## src/hall_readout_pkg.sv

```systemverilog
// shared constants and types for the measurement-cycle readout block
package hall_readout_pkg;

   // ---------------------------------------------------------------
   // clock and timing
   // ---------------------------------------------------------------
   localparam int CLK_MHZ       = 50;      // system clock rate
   localparam int INT_PULSE_NS  = 2500;    // done pulse, typical width
   localparam int RD1_MIN_NS    = 30000;   // first read, full range
   localparam int RD1_MAX_NS    = 50000;
   localparam int RD1SR_MIN_NS  = 42000;   // first read, short range
   localparam int RD1SR_MAX_NS  = 70000;
   localparam int RDN_MIN_NS    = 32000;   // next read, full range
   localparam int RDN_MAX_NS    = 54000;
   localparam int RDNSR_MIN_NS  = 44000;   // next read, short range
   localparam int RDNSR_MAX_NS  = 74000;

   // typical width sits inside the 1.8 to 3.2 us band
   localparam int INT_CYC       = INT_PULSE_NS * CLK_MHZ / 1000;
   // least times round up, longest times round down
   localparam int RD1_MIN_CYC   = (RD1_MIN_NS * CLK_MHZ + 999) / 1000;
   localparam int RD1_MAX_CYC   = RD1_MAX_NS * CLK_MHZ / 1000;
   localparam int RD1SR_MIN_CYC = (RD1SR_MIN_NS * CLK_MHZ + 999) / 1000;
   localparam int RD1SR_MAX_CYC = RD1SR_MAX_NS * CLK_MHZ / 1000;
   localparam int RDN_MIN_CYC   = (RDN_MIN_NS * CLK_MHZ + 999) / 1000;
   localparam int RDN_MAX_CYC   = RDN_MAX_NS * CLK_MHZ / 1000;
   localparam int RDNSR_MIN_CYC = (RDNSR_MIN_NS * CLK_MHZ + 999) / 1000;
   localparam int RDNSR_MAX_CYC = RDNSR_MAX_NS * CLK_MHZ / 1000;

   localparam int WIN_W         = 12;      // holds 3700 cycles
   localparam int INT_W         = 8;       // holds the pulse count

   // ---------------------------------------------------------------
   // data widths and buffering
   // ---------------------------------------------------------------
   localparam int FIELD_W       = 12;      // field channel result
   localparam int TEMP_W        = 10;      // temperature result
   localparam int FIFO_DEPTH    = 16;      // result words buffered

   // ---------------------------------------------------------------
   // modes, configurations, channels
   // ---------------------------------------------------------------
   typedef enum logic [1:0] {
      MODE_POWER_DOWN,
      MODE_LOW_POWER,
      MODE_FAST,
      MODE_MASTER
   } op_mode_type;

   typedef enum logic [1:0] {
      CFG_XYZT,
      CFG_XYZ,
      CFG_XY
   } chan_cfg_type;

   typedef enum logic [1:0] {
      CH_X,
      CH_Y,
      CH_Z,
      CH_T
   } chan_type;

   typedef struct packed {
      chan_type           chan;            // which channel
      logic [FIELD_W-1:0] data;            // converted value
   } result_word_type;

   typedef struct packed {
      logic [FIELD_W-1:0] x;               // field_x_result
      logic [FIELD_W-1:0] y;               // field_y_result
      logic [FIELD_W-1:0] z;               // field_z_result
      logic [TEMP_W-1:0]  t;               // temperature result
   } result_set_type;

endpackage

```

## src/hall_sensor_cycle_readout.sv

```systemverilog
// measurement-cycle sequencer with done pulse and result read windows
//
// Behaviour
// - enabled done line pulses low per cycle
// - fast mode restarts cycle at once
// - other modes start only on a trigger
// - four channels end after temperature
// - three channels skip temperature, end after z
// - planar config converts x,y only, ends after y
// - master mode converts only on bus trigger
`timescale 1ns/1ps
module hall_sensor_cycle_readout
   import hall_readout_pkg::*;
#(
   parameter int DEPTH = FIFO_DEPTH
) (
   input  wire logic          clk_sys,       // system clock, 50 MHz
   input  wire logic          rstn,          // async reset, low
   input  wire op_mode_type   op_mode,       // operating mode
   input  wire chan_cfg_type  chan_cfg,      // channel set
   input  wire logic          short_range,   // short range windows
   input  wire logic          int_enable,    // done pulse enabled
   input  wire logic          trig_internal, // rate timer trigger
   input  wire logic          trig_bus,      // trigger from the bus
   output logic               adc_start,     // start conversion
   output chan_type           adc_chan,      // channel to convert
   input  wire logic          adc_done,      // conversion finished
   input  wire logic [FIELD_W-1:0] adc_data, // conversion result
   output result_set_type     results,       // latest results
   output logic               cycle_busy,    // cycle in progress
   output logic               int_n,         // done line, low
   output logic               rd_valid,      // result word ready
   input  wire logic          rd_ready,      // bus takes a word
   output result_word_type    rd_data,       // oldest result word
   output logic               first_read_window, // first read ok
   output logic               next_read_window   // next read ok
);

   // ---------------------------------------------------------------
   // declarations
   // ---------------------------------------------------------------
   typedef enum logic [1:0] {
      ST_IDLE,
      ST_START,
      ST_WAIT
   } seq_state_type;

   seq_state_type   state_ff;               // sequencer state
   chan_type        chan_ff;                // channel in work
   chan_cfg_type    cfg_ff;                 // config of this cycle
   result_set_type  results_ff;             // stored results
   chan_type        last_chan;              // final channel of cycle
   logic            start_req;              // new cycle wanted
   logic            cycle_end;              // last conversion done
   logic            fifo_in_ready;          // room for a result
   result_word_type push_word;              // word into the fifo
   logic            int_active;             // pulse in progress
   logic            int_active_d_ff;        // previous pulse level
   logic            int_rise;               // end of the pulse
   logic            rd_pop;                 // word handed out
   logic [WIN_W-1:0] win_cnt_ff;            // cycles since anchor
   logic            win_first_ff;           // anchor was the pulse
   logic            win_run_ff;             // window timing live
   logic [WIN_W-1:0] win_min;               // opening count
   logic [WIN_W-1:0] win_max;               // closing count
   logic            win_open;               // inside the window

   // ---------------------------------------------------------------
   // trigger decode
   // ---------------------------------------------------------------
   // fast mode needs no trigger, master mode listens only to the bus
   always_comb begin
      case (op_mode)
         MODE_FAST:      start_req = 1'b1;
         MODE_LOW_POWER: start_req = trig_internal;
         MODE_MASTER:    start_req = trig_bus;
         default:        start_req = 1'b0;          // power down
      endcase
   end

   // final channel per configuration
   always_comb begin
      case (cfg_ff)
         CFG_XYZT: last_chan = CH_T;
         CFG_XYZ:  last_chan = CH_Z;
         CFG_XY:   last_chan = CH_Y;
         default:  last_chan = CH_T;
      endcase
   end

   assign cycle_end  = (state_ff == ST_WAIT) && adc_done
                       && (chan_ff == last_chan);
   // a conversion starts only with fifo room, so the push never drops
   assign adc_start  = (state_ff == ST_START) && fifo_in_ready;
   assign adc_chan   = chan_ff;
   assign cycle_busy = state_ff != ST_IDLE;
   assign results    = results_ff;

   // ---------------------------------------------------------------
   // sequencer
   // ---------------------------------------------------------------
   // triggers that arrive during a cycle are ignored, not queued
   always_ff @(posedge clk_sys or negedge rstn) begin
      if (!rstn) begin
         state_ff <= ST_IDLE;
      end else begin
         case (state_ff)
            ST_IDLE: begin
               if (start_req) begin
                  state_ff <= ST_START;
               end
            end
            ST_START: begin
               if (fifo_in_ready) begin
                  state_ff <= ST_WAIT;
               end
            end
            ST_WAIT: begin
               if (cycle_end) begin
                  // back to back cycles in fast mode
                  state_ff <= (op_mode == MODE_FAST) ? ST_START
                                                     : ST_IDLE;
               end else if (adc_done) begin
                  state_ff <= ST_START;
               end
            end
            default: state_ff <= ST_IDLE;
         endcase
      end
   end

   // channel walk: x, y, z, then temperature
   always_ff @(posedge clk_sys or negedge rstn) begin
      if (!rstn) begin
         chan_ff <= CH_X;
      end else if (cycle_end) begin
         chan_ff <= CH_X;
      end else if ((state_ff == ST_WAIT) && adc_done) begin
         chan_ff <= chan_type'(chan_ff + 2'h1);
      end
   end

   // config is frozen per cycle so a change never cuts one short
   always_ff @(posedge clk_sys or negedge rstn) begin
      if (!rstn) begin
         cfg_ff <= CFG_XYZT;
      end else if ((state_ff == ST_IDLE) || cycle_end) begin
         cfg_ff <= chan_cfg;
      end
   end

   // ---------------------------------------------------------------
   // result store, unconverted channels keep old values
   // ---------------------------------------------------------------
   always_ff @(posedge clk_sys or negedge rstn) begin
      if (!rstn) begin
         results_ff <= '0;
      end else if ((state_ff == ST_WAIT) && adc_done) begin
         case (chan_ff)
            CH_X:    results_ff.x <= adc_data;
            CH_Y:    results_ff.y <= adc_data;
            CH_Z:    results_ff.z <= adc_data;
            CH_T:    results_ff.t <= adc_data[TEMP_W-1:0];
            default: results_ff.x <= results_ff.x;
         endcase
      end
   end

   // ---------------------------------------------------------------
   // result fifo toward the bus
   // ---------------------------------------------------------------
   // one driver for the whole word, channel tag beside the data
   assign push_word = '{chan: chan_ff, data: adc_data};
   assign rd_pop         = rd_valid && rd_ready;

   result_fifo #(
      .WIDTH ($bits(result_word_type)),
      .DEPTH (DEPTH)
   ) u_fifo (
      .clk_sys   (clk_sys),
      .rstn      (rstn),
      .in_valid  ((state_ff == ST_WAIT) && adc_done),
      .in_ready  (fifo_in_ready),
      .in_data   (push_word),
      .out_valid (rd_valid),
      .out_ready (rd_ready),
      .out_data  (rd_data)
   );

   // ---------------------------------------------------------------
   // end of conversion pulse
   // ---------------------------------------------------------------
   pulse_timer #(
      .W   (INT_W),
      .LEN (INT_CYC)
   ) u_int_pulse (
      .clk_sys (clk_sys),
      .rstn    (rstn),
      .load    (cycle_end && int_enable),
      .active  (int_active)
   );

   // line idles high, low only while the pulse runs
   always_ff @(posedge clk_sys or negedge rstn) begin
      if (!rstn) begin
         int_n <= 1'b1;
      end else begin
         int_n <= !int_active;
      end
   end

   // delayed level marks the rising edge of the line
   always_ff @(posedge clk_sys or negedge rstn) begin
      if (!rstn) begin
         int_active_d_ff <= 1'b0;
      end else begin
         int_active_d_ff <= int_active;
      end
   end

   assign int_rise = int_active_d_ff && !int_active;

   // ---------------------------------------------------------------
   // read windows
   // ---------------------------------------------------------------
   // limits from min/max figures; the master should aim at the low end
   always_comb begin
      case ({win_first_ff, short_range})
         2'h3:    begin win_min = WIN_W'(RD1SR_MIN_CYC);
                        win_max = WIN_W'(RD1SR_MAX_CYC); end
         2'h2:    begin win_min = WIN_W'(RD1_MIN_CYC);
                        win_max = WIN_W'(RD1_MAX_CYC); end
         2'h1:    begin win_min = WIN_W'(RDNSR_MIN_CYC);
                        win_max = WIN_W'(RDNSR_MAX_CYC); end
         default: begin win_min = WIN_W'(RDN_MIN_CYC);
                        win_max = WIN_W'(RDN_MAX_CYC); end
      endcase
   end

   // anchored at pulse end, re-anchored by each word taken while window timing is live
   always_ff @(posedge clk_sys or negedge rstn) begin
      if (!rstn) begin
         win_cnt_ff   <= '0;
         win_first_ff <= 1'b1;
         win_run_ff   <= 1'b0;
      end else if (int_rise) begin
         win_cnt_ff   <= '0;
         win_first_ff <= 1'b1;
         win_run_ff   <= 1'b1;
      end else if (rd_pop && win_run_ff) begin
         win_cnt_ff   <= '0;
         win_first_ff <= 1'b0;
      end else if (win_run_ff) begin
         if (win_cnt_ff >= win_max) begin
            win_run_ff <= 1'b0;                     // window missed
         end else begin
            win_cnt_ff <= win_cnt_ff + 1'b1;
         end
      end
   end

   assign win_open = win_run_ff && (win_cnt_ff >= win_min)
                     && (win_cnt_ff <= win_max);
   assign first_read_window = win_open && win_first_ff;
   assign next_read_window  = win_open && !win_first_ff;

   // ---------------------------------------------------------------
   // checks
   // ---------------------------------------------------------------
   logic [INT_W-1:0] low_cnt_ff;            // helper: low length

   always_ff @(posedge clk_sys or negedge rstn) begin
      if (!rstn) begin
         low_cnt_ff <= '0;
      end else if (!int_n) begin
         low_cnt_ff <= low_cnt_ff + 1'b1;
      end else begin
         low_cnt_ff <= '0;
      end
   end

   int_width_a: assert property (@(posedge clk_sys) disable iff (!rstn)
      $rose(int_n) |-> low_cnt_ff == INT_W'(INT_CYC))
      else $error("done pulse width wrong");

   int_start_a: assert property (@(posedge clk_sys) disable iff (!rstn)
      cycle_end && int_enable |-> ##2 !int_n)
      else $error("done pulse missing after cycle");

   int_cause_a: assert property (@(posedge clk_sys) disable iff (!rstn)
      $fell(int_n) |-> $past(cycle_end && int_enable, 2))
      else $error("done pulse without enabled cycle end");

   fast_again_a: assert property (@(posedge clk_sys) disable iff (!rstn)
      cycle_end && op_mode == MODE_FAST |=> state_ff == ST_START)
      else $error("fast mode did not restart");

   need_trig_a: assert property (@(posedge clk_sys) disable iff (!rstn)
      state_ff == ST_IDLE && op_mode != MODE_FAST && !trig_internal
      && !trig_bus |=> state_ff == ST_IDLE)
      else $error("cycle started without trigger");

   bus_only_a: assert property (@(posedge clk_sys) disable iff (!rstn)
      state_ff == ST_IDLE && op_mode == MODE_MASTER && !trig_bus
      |=> state_ff == ST_IDLE)
      else $error("master mode started without bus trigger");

   temp_last_a: assert property (@(posedge clk_sys) disable iff (!rstn)
      state_ff == ST_WAIT && adc_done && chan_ff != CH_T
      && cfg_ff == CFG_XYZT |=> chan_ff != CH_X)
      else $error("four channel cycle ended early");

   keep_temp_a: assert property (@(posedge clk_sys) disable iff (!rstn)
      state_ff == ST_WAIT && cfg_ff == CFG_XYZ |->
      chan_ff != CH_T ##1 results_ff.t == $past(results_ff.t))
      else $error("three channel cycle touched temperature");

   planar_only_a: assert property (@(posedge clk_sys) disable iff (!rstn)
      adc_start && cfg_ff == CFG_XY |-> adc_chan inside {CH_X, CH_Y})
      else $error("planar cycle converted z or temperature");

   fast_end_c: cover property (@(posedge clk_sys) disable iff (!rstn)
      cycle_end && op_mode == MODE_FAST ##1 state_ff == ST_START);
   xyz_end_c: cover property (@(posedge clk_sys) disable iff (!rstn)
      cycle_end && cfg_ff == CFG_XYZ);
   first_win_c: cover property (@(posedge clk_sys) disable iff (!rstn)
      first_read_window && rd_pop);
endmodule

```

## src/result_fifo.sv

```systemverilog
// synchronous result fifo with valid/ready on both sides
`timescale 1ns/1ps
module result_fifo #(
   parameter int WIDTH = 14,
   parameter int DEPTH = 16
) (
   input  wire logic             clk_sys,   // system clock
   input  wire logic             rstn,      // async reset, low
   input  wire logic             in_valid,  // write request
   output logic                  in_ready,  // room for a word
   input  wire logic [WIDTH-1:0] in_data,   // word written
   output logic                  out_valid, // word available
   input  wire logic             out_ready, // reader takes word
   output logic [WIDTH-1:0]      out_data   // oldest word
);
   localparam int AW = $clog2(DEPTH);

   logic [WIDTH-1:0] mem [DEPTH];          // storage array
   logic [AW:0]      wr_ptr_ff;            // extra bit tells full
   logic [AW:0]      rd_ptr_ff;
   logic             push;
   logic             pop;

   assign in_ready  = (wr_ptr_ff ^ rd_ptr_ff) != {1'b1, {AW{1'b0}}};
   assign out_valid = wr_ptr_ff != rd_ptr_ff;
   assign push      = in_valid && in_ready;
   assign pop       = out_valid && out_ready;
   assign out_data  = mem[rd_ptr_ff[AW-1:0]];

   // ---------------------------------------------------------------
   // storage, no reset needed on data
   // ---------------------------------------------------------------
   always_ff @(posedge clk_sys) begin
      if (push) begin
         mem[wr_ptr_ff[AW-1:0]] <= in_data;
      end
   end

   // pointers
   always_ff @(posedge clk_sys or negedge rstn) begin
      if (!rstn) begin
         wr_ptr_ff <= '0;
         rd_ptr_ff <= '0;
      end else begin
         if (push) begin
            wr_ptr_ff <= wr_ptr_ff + 1'b1;
         end
         if (pop) begin
            rd_ptr_ff <= rd_ptr_ff + 1'b1;
         end
      end
   end
endmodule

```

## src/pulse_timer.sv

```systemverilog
// one-shot timer: holds active for a fixed number of cycles
`timescale 1ns/1ps
module pulse_timer #(
   parameter int W   = 8,
   parameter int LEN = 125
) (
   input  wire logic clk_sys,               // system clock
   input  wire logic rstn,                  // async reset, low
   input  wire logic load,                  // start the pulse
   output logic      active                 // high for LEN cycles
);
   logic [W-1:0] cnt_ff;                    // cycles left

   assign active = cnt_ff != '0;

   // reload wins, so a late load never shortens the pulse
   always_ff @(posedge clk_sys or negedge rstn) begin
      if (!rstn) begin
         cnt_ff <= '0;
      end else if (load) begin
         cnt_ff <= W'(LEN);
      end else if (active) begin
         cnt_ff <= cnt_ff - 1'b1;
      end
   end
endmodule

```

## config.mk

```make
export PLATFORM = sky130hd
export DESIGN_NAME = hall_sensor_cycle_readout
export DESIGN_NICKNAME = d
export VERILOG_FILES = /design/src/hall_readout_pkg.sv /design/src/hall_sensor_cycle_readout.sv /design/src/result_fifo.sv /design/src/pulse_timer.sv
export SDC_FILE = /design/constraint.sdc
export NUM_CORES = 1
export LEC_CHECK = 0
export BUFFER_PORTS_ARGS = -buffer_cell sky130_fd_sc_hd__clkbuf_2
export CAP_MARGIN = 10
export CORE_MARGIN = 8
export CORE_UTILIZATION = 45
export CTS_CLUSTER_DIAMETER = 120
export CTS_CLUSTER_SIZE = 12
export DETAILED_ROUTE_END_ITERATION = 7
export GPL_TIMING_DRIVEN = 0
export MAX_ROUTING_LAYER = met4
export SLEW_MARGIN = 40
export SYNTH_ARGS = -nofsm -noshare
export SYNTH_HDL_FRONTEND = slang
export SYNTH_SLANG_ARGS = --single-unit
```

## constraint.sdc

```tcl
create_clock -name clk_sys -period 4.3 [get_ports clk_sys]
set_input_delay 0.43 -clock clk_sys [delete_from_list [all_inputs] [get_ports clk_sys]]
set_output_delay 0.43 -clock clk_sys [all_outputs]
set_load 0.01 [all_outputs]
```

# [Word-level counts from Yosys, hierarchy flattened]
# Memory sizes are Yosys's and may differ from the RTL's.
# Cells that the tools add are included.
[op_classes] eq_ne=21 order_cmp=3 reduce_logical=29 n_bitwise=1 n_addsub=5 muxes=26
[op_table] cell="$mux 12" n=4
[op_table] cell="$pmux 12 s3" n=1
[op_table] cell="$pmux 11 s3" n=1
[op_table] cell="$ge 12x12->1" n=2
[op_table] cell="$eq 2x2->1 const B" n=8
[op_table] cell="$mux 8" n=2
[op_table] cell="$add 12x1->12 const B" n=1
[op_table] cell="$le 12x12->1" n=1
[op_table] cell="$logic_and 1x1->1" n=12
[op_table] cell="$mux 2" n=6
[op_table] cell="$add 5x1->5 const B" n=2
[op_table] cell="$eq 2x1->1 const B" n=5
[op_table] cell="$reduce_and 2->1" n=5
[op_table] cell="$mux 1" n=9
[op_table] cell="$reduce_bool 2->1" n=4
[op_table] cell="$reduce_bool 8->1" n=1
[op_table] cell="$sub 8x1->8 const B" n=1
[op_table] cell="$ne 2x2->1 const B" n=3
[op_table] cell="$ne 3x3->1 const B" n=2
[op_table] cell="$pmux 2 s3" n=1
[op_table] cell="$ne 5x5->1" n=1
[op_table] cell="$ne 5x5->1 const B" n=1
[op_table] cell="$xor 5x5->5" n=1
[op_table] cell="$logic_not 2->1" n=2
[op_table] cell="8 further kinds" n=9
[word_totals] mem_count=1 out_inout_bits=68 ff_bits=86 word_cells=101 input_bits=24 ramBits=224
[mem_list] memory="u_fifo.mem" words=16 width=14 rd=1 rd_clocked_by_memory_dff=0 write_ports=1 line_no="result_fifo.sv:18" source="logic [WIDTH-1:0] mem [DEPTH];"

# [Longest topological paths before layout]
[logic_depth] depth_word=7 depth_mapped=11 depth_no_buf=11

# [Cells and area by module]
# From an unflattened synthesis, not the netlist that was laid out.
[unflattened] hier_cells=837 area_unflattened_um2=13425.4
[by_module_without_submodules] module="result_fifo" cells_per_inst=482 n_inst=1 area_each_um2=9437.8 seq_area_each_um2=6976.7
[by_module_without_submodules] module="hall_sensor_cycle_readout" cells_per_inst=308 n_inst=1 area_each_um2=3530.9 seq_area_each_um2=1704.1
[by_module_without_submodules] module="pulse_timer" cells_per_inst=47 n_inst=1 area_each_um2=456.7 seq_area_each_um2=200.2

# [Worst setup path before layout]
# OpenSTA, ideal clock, no wires.
[synth_timing] kind="register -> register" startpoint="reg state_ff[0]" endpoint="mem u_fifo.mem[3][0] (enable)" slack_ns=1.397 setup_ns=0.403 required_ns=3.897 stages_incl_launch_ff=7 arrival_time_ns=2.500 synth_period_minus_slack_ns=2.903 path_buffers=1 cell_sequence="dfrtp_1 -> nand2b_1 -> nor2_1 -> clkbuf_1 -> a21boi_2 -> nand2_1 -> nor3_1"
[synth_between] elab_chain_len=5
[synth_lines] item="start: declaration" line_no="hall_sensor_cycle_readout.sv:48" source="seq_state_type state_ff;"
[synth_lines] item="start signal: assignment" line_no="hall_sensor_cycle_readout.sv:121" source="state_ff <= (op_mode == MODE_FAST) ? ST_START"
[synth_lines] item="$eq 2x2->1" line_no="hall_sensor_cycle_readout.sv:182" source=".in_valid ((state_ff == ST_WAIT) && adc_done),"
[synth_lines] item="$logic_and 1x1->1" line_no="hall_sensor_cycle_readout.sv:182"
[synth_lines] item="$logic_and 1x1->1" line_no="result_fifo.sv:26" source="assign push = in_valid && in_ready;"
[synth_lines] item="$mux 1" line_no="result_fifo.sv:34" source="if (push) begin"
[synth_lines] item="$mux 1 (not written as such)" line_no="result_fifo.sv:35" source="mem[wr_ptr_ff[AW-1:0]] <= in_data;"
[synth_lines] item="end: declaration" line_no="result_fifo.sv:18"
# No other way between the ends.

# [Worst setup path after layout]
[layout_timing] startpoint="reg win_first_ff" endpoint="out next_read_window"
[layout_between] elab_chain_len=6 elab_cells_between_ends=11 classes_between="2 x order compare; 3 x eq/ne; 2 x mux; 4 x reduce/logical"
[layout_lines] item="start: declaration" line_no="hall_sensor_cycle_readout.sv:62" source="logic win_first_ff;"
[layout_lines] item="start signal: assignment" line_no="hall_sensor_cycle_readout.sv:244" source="win_first_ff <= 1'b1;"
[layout_lines] item="start signal: assignment" line_no="hall_sensor_cycle_readout.sv:248" source="win_first_ff <= 1'b1;"
[layout_lines] item="start signal: assignment" line_no="hall_sensor_cycle_readout.sv:252" source="win_first_ff <= 1'b0;"
[layout_lines] item="$eq 2x1->1 / $eq 2x2->1 (equally long branches)" line_no="hall_sensor_cycle_readout.sv:228" source="case ({win_first_ff, short_range})"
[layout_lines] item="$pmux 12 s3" line_no="hall_sensor_cycle_readout.sv:228"
[layout_lines] item="$ge 12x12->1" line_no="hall_sensor_cycle_readout.sv:262" source="assign win_open = win_run_ff && (win_cnt_ff >= win_min)"
[layout_lines] item="$logic_and 1x1->1" line_no="hall_sensor_cycle_readout.sv:262"
[layout_lines] item="$logic_and 1x1->1" line_no="hall_sensor_cycle_readout.sv:263" source="&& (win_cnt_ff <= win_max);"
[layout_lines] item="$logic_and 1x1->1 *" line_no="hall_sensor_cycle_readout.sv:265" source="assign next_read_window = win_open && !win_first_ff;"
[layout_lines] item="end: declaration" line_no="hall_sensor_cycle_readout.sv:36" source="output logic next_read_window"
# Mark *: on every way between the ends. The rest lies on a longest branch, timed or not.

==> results.json <==
{
  "outcome": "completed",
  "pre_cts_slack_ns": 1.002,
  "maxCapViolCount": 0,
  "met1_usage_pct": 22.88,
  "dr.pass1.iters": 5,
  "dp_hpwl_um": 19560,
  "clk_latency_ns": 0.54,
  "cts-root-buf": "clkbuf_16",
  "power.density_mw_per_mm2": 638.7,
  "worstHoldStart": "chan_cfg[0]",
  "finalCritPeriodShare_pct": 86.62,
  "whs_ns": 0.1294,
  "final_cells": 1251,
  "cts_hold_buffers": 1,
  "io_buffers": 91,
  "layout_commonest_cell": "edfxtp_1",
  "synth-main-ff-cell": "edfxtp_1",
  "whs_endpoint": "cfg_ff[0]",
  "r2r-start": "state_ff[0]",
  "route.detailed.drc": 0,
  "grt_pass1_wl_um": 44250,
  "fin_area_mm2": 0.01492,
  "post_cts_resize_count": 0,
  "cp.arrival_ns": 3.29,
  "vias": 6932,
  "drive_above_1_share_pct": 33.56,
  "finalCriticalPeriod_ns": 3.724,
  "grt_overflow": 0,
  "postRouteAntennaNets": 0,
  "place_area_mm2": 0.01407,
  "grt-busiest-layer": "met2",
  "start_util_pct": 45.41,
  "tightest_slew_ns": 0.8135,
  "worst_setup_path_end_kind": "primary output",
  "area_growth_pct": 15.13,
  "core-area_mm2": 0.02855,
  "totalPowerFinal_mw": 9.531,
  "fin_ws_ns": 0.5755,
  "whs_path_depth": 2,
  "routabilityCongestion": 0.7854,
  "regArea_mm2": 0.008882,
  "avgSynthCellArea_um2": 18.15,
  "regToRegSetupSlack_ns": 1.29,
  "htree_levels": 1,
  "clock_sinks": 310,
  "final_cell_mix": "224 x edfxtp_1, 92 x clkbuf_2, 83 x dfrtp_1",
  "met2_usage_pct": 27.83,
  "cts.path.max_buffers": 3,
  "synth_seq_cells": 310,
  "syn_area_mm2": 0.01296,
  "via_per_inst": 5.541,
  "grt_usage_pct": 17.42,
  "ys_warn_count": 0,
  "synth-edff-count": 224,
  "async_reset_ff_share_pct": 27.74,
  "yosys-top-cells-area": "edfxtp_1 52%, dfrtp_1 16%, mux4_2 12%, mux2_2 4.3%, ha_1 3.5%",
  "path_max_fanout": 5,
  "fin_util_pct": 52.27,
  "yosys.area.top_type_share_pct": 51.89,
  "netlist_instances": 714,
  "multiInputGateArea_mm2": 0.003929,
  "critical_path_class": "register to primary output",
  "diodes": 0,
  "cts_buffers": 29,
  "grt_use_met3_pct": 3.845,
  "rows": 62,
  "ir_worst_vdd_mv": 0.3774,
  "cts.clk_slew.worst_paths_ns": 0.06,
  "reg2reg_depth": 7,
  "fin_setup_tns_ns": 0,
  "antenna_found_initial": 0,
  "die_h_um": 185.7,
  "ys_seq_area_share_pct": 68.51,
  "nets": 906,
  "syn_nets": 774,
  "rsz0062_at_grt": "false",
  "dieWidth_um": 185.7,
  "synth_top_cell_by_area": "edfxtp_1",
  "die_area_mm2": 0.03449,
  "grt_max_degree": 71,
  "post_cts_buffers": 0,
  "dp.cells": 1198,
  "start_kind": "register",
  "worst_ep_required_time_ns": 3.87,
  "slew_headroom_pct": 45.71,
  "final-setup-viol-count": 0,
  "grt_pass1_vias": 7413,
  "first_iter_violations": 458,
  "holdCritPathClass": "input port to register",
  "routed_wl_um": 28590,
  "n_fill_cell": 2382,
  "yosys.cell_types.count": 56,
  "timing.rr.end": "u_fifo.mem[0][7]",
  "wl_per_cell_um": 22.85,
  "leakage_nw": 5.556,
  "pin_count": 92,
  "fin_skew_ns": 0.01028,
  "cts_tree": "done",
  "hold_viol_final": 0,
  "slew_violations": 0,
  "fmax_ghz": 0.2685
}
-- where the power goes --
| part | switching (mW) | internal (mW) | leakage (nW) | total (mW) |
|---|---|---|---|---|
| registers | 0.338 | 3.67 | 3.08 | 4.01 |
| clock network | 1.04 | 1.28 | 0.391 | 2.31 |
| logic | 1.72 | 1.49 | 2.08 | 3.21 |
| total | 3.09 | 6.44 | 5.56 | 9.53 |
-- synthesized netlist by cell type, types with 2 or more instances --
| master | n |
|---|---|
| a21oi_1 | 19 |
| nand3b_1 | 9 |
| clkbuf_1 | 14 |
| mux4_2 | 70 |
| nor3_1 | 5 |
| buf_6 | 3 |
| nor2_1 | 19 |
| and3_1 | 5 |
| mux2i_1 | 5 |
| nor4_1 | 2 |
| a31o_2 | 2 |
| nand3_1 | 13 |
| nand4_1 | 13 |
| xor2_1 | 9 |
| nor4_4 | 2 |
| a21boi_0 | 2 |
| ha_1 | 36 |
| and4b_1 | 2 |
| nand2b_1 | 4 |
| xnor2_1 | 11 |
| o22ai_1 | 3 |
| a21boi_2 | 2 |
| o221ai_1 | 2 |
| edfxtp_1 | 224 |
| mux2_2 | 49 |
| buf_2 | 8 |
| dfrtp_1 | 84 |
| o21ai_0 | 4 |
| inv_1 | 30 |
| a31o_1 | 2 |
| dfstp_2 | 2 |
| nand2_1 | 31 |
| a21o_1 | 5 |
-- critical path, cell delays in order (launching register included) --
cell      delay, ns
dfstp_2        0.58
inv_1          0.13
ha_1           0.33
inv_1          0.08
ha_1           0.30
nand4_1        0.13
o221ai_1       0.24
a21oi_1        0.38
a21oi_1        0.11
nor4_1         0.28
clkbuf_2       0.20
-- logic make-up after synthesis --
logic type	Yosys count	synth area share [%]
adders and majority gates	36	3.475
and+or+nand+nor	115	5.068
xor gates and xnor gates	20	1.351
muxes	124	16.81
DFF	310	68.51
AOI/OAI and AO/OA	52	2.857
buffers and inverters	57	1.931
-- metal layers --
metal,wire length (um),vias up
met3,1604,47
met1,12690,3644
met4,535,0
met5,0,-
met2,13760,176
li1,-,3065
-- registers in the layout, indices dropped and copies added, names as in the netlist --
signal / flops
adc_chan: 2
cfg_ff: 2
int_active_d_ff: 1
int_n: 1
results: 46
state_ff: 2
u_fifo.mem: 224
u_fifo.rd_ptr_ff: 5
u_fifo.wr_ptr_ff: 5
u_int_pulse.cnt_ff: 8
win_cnt_ff: 12
win_first_ff: 1
win_run_ff: 1
-- worst max path at each step --
stage                  from               end  slack (ns)  cells after the start
6_report       win_first_ff  next_read_window        0.58                     10
3_3_place_gp       adc_done  u_fifo.mem[3][5]       -0.04                      7
3_5_place_dp    short_range  next_read_window        1.00                     12
4_1_cts        win_first_ff  next_read_window        0.53                     10
5_1_grt        win_first_ff  next_read_window        0.25                     10
2_1_floorplan   state_ff[0]  u_fifo.mem[3][0]        1.40                      6
-- final cells by class --
type | instances | area share, %
Timing Repair Buffer | 101 | 3.731
Multi-Input combinational cell | 347 | 26.33
Buffer | 27 | 0.9390
Inverter | 30 | 0.7546
Clock buffer | 52 | 5.508
Tap cell | 384 | 3.220
Sequential cell | 310 | 59.52
No activity file was read; power rests on OpenSTA's default activity.
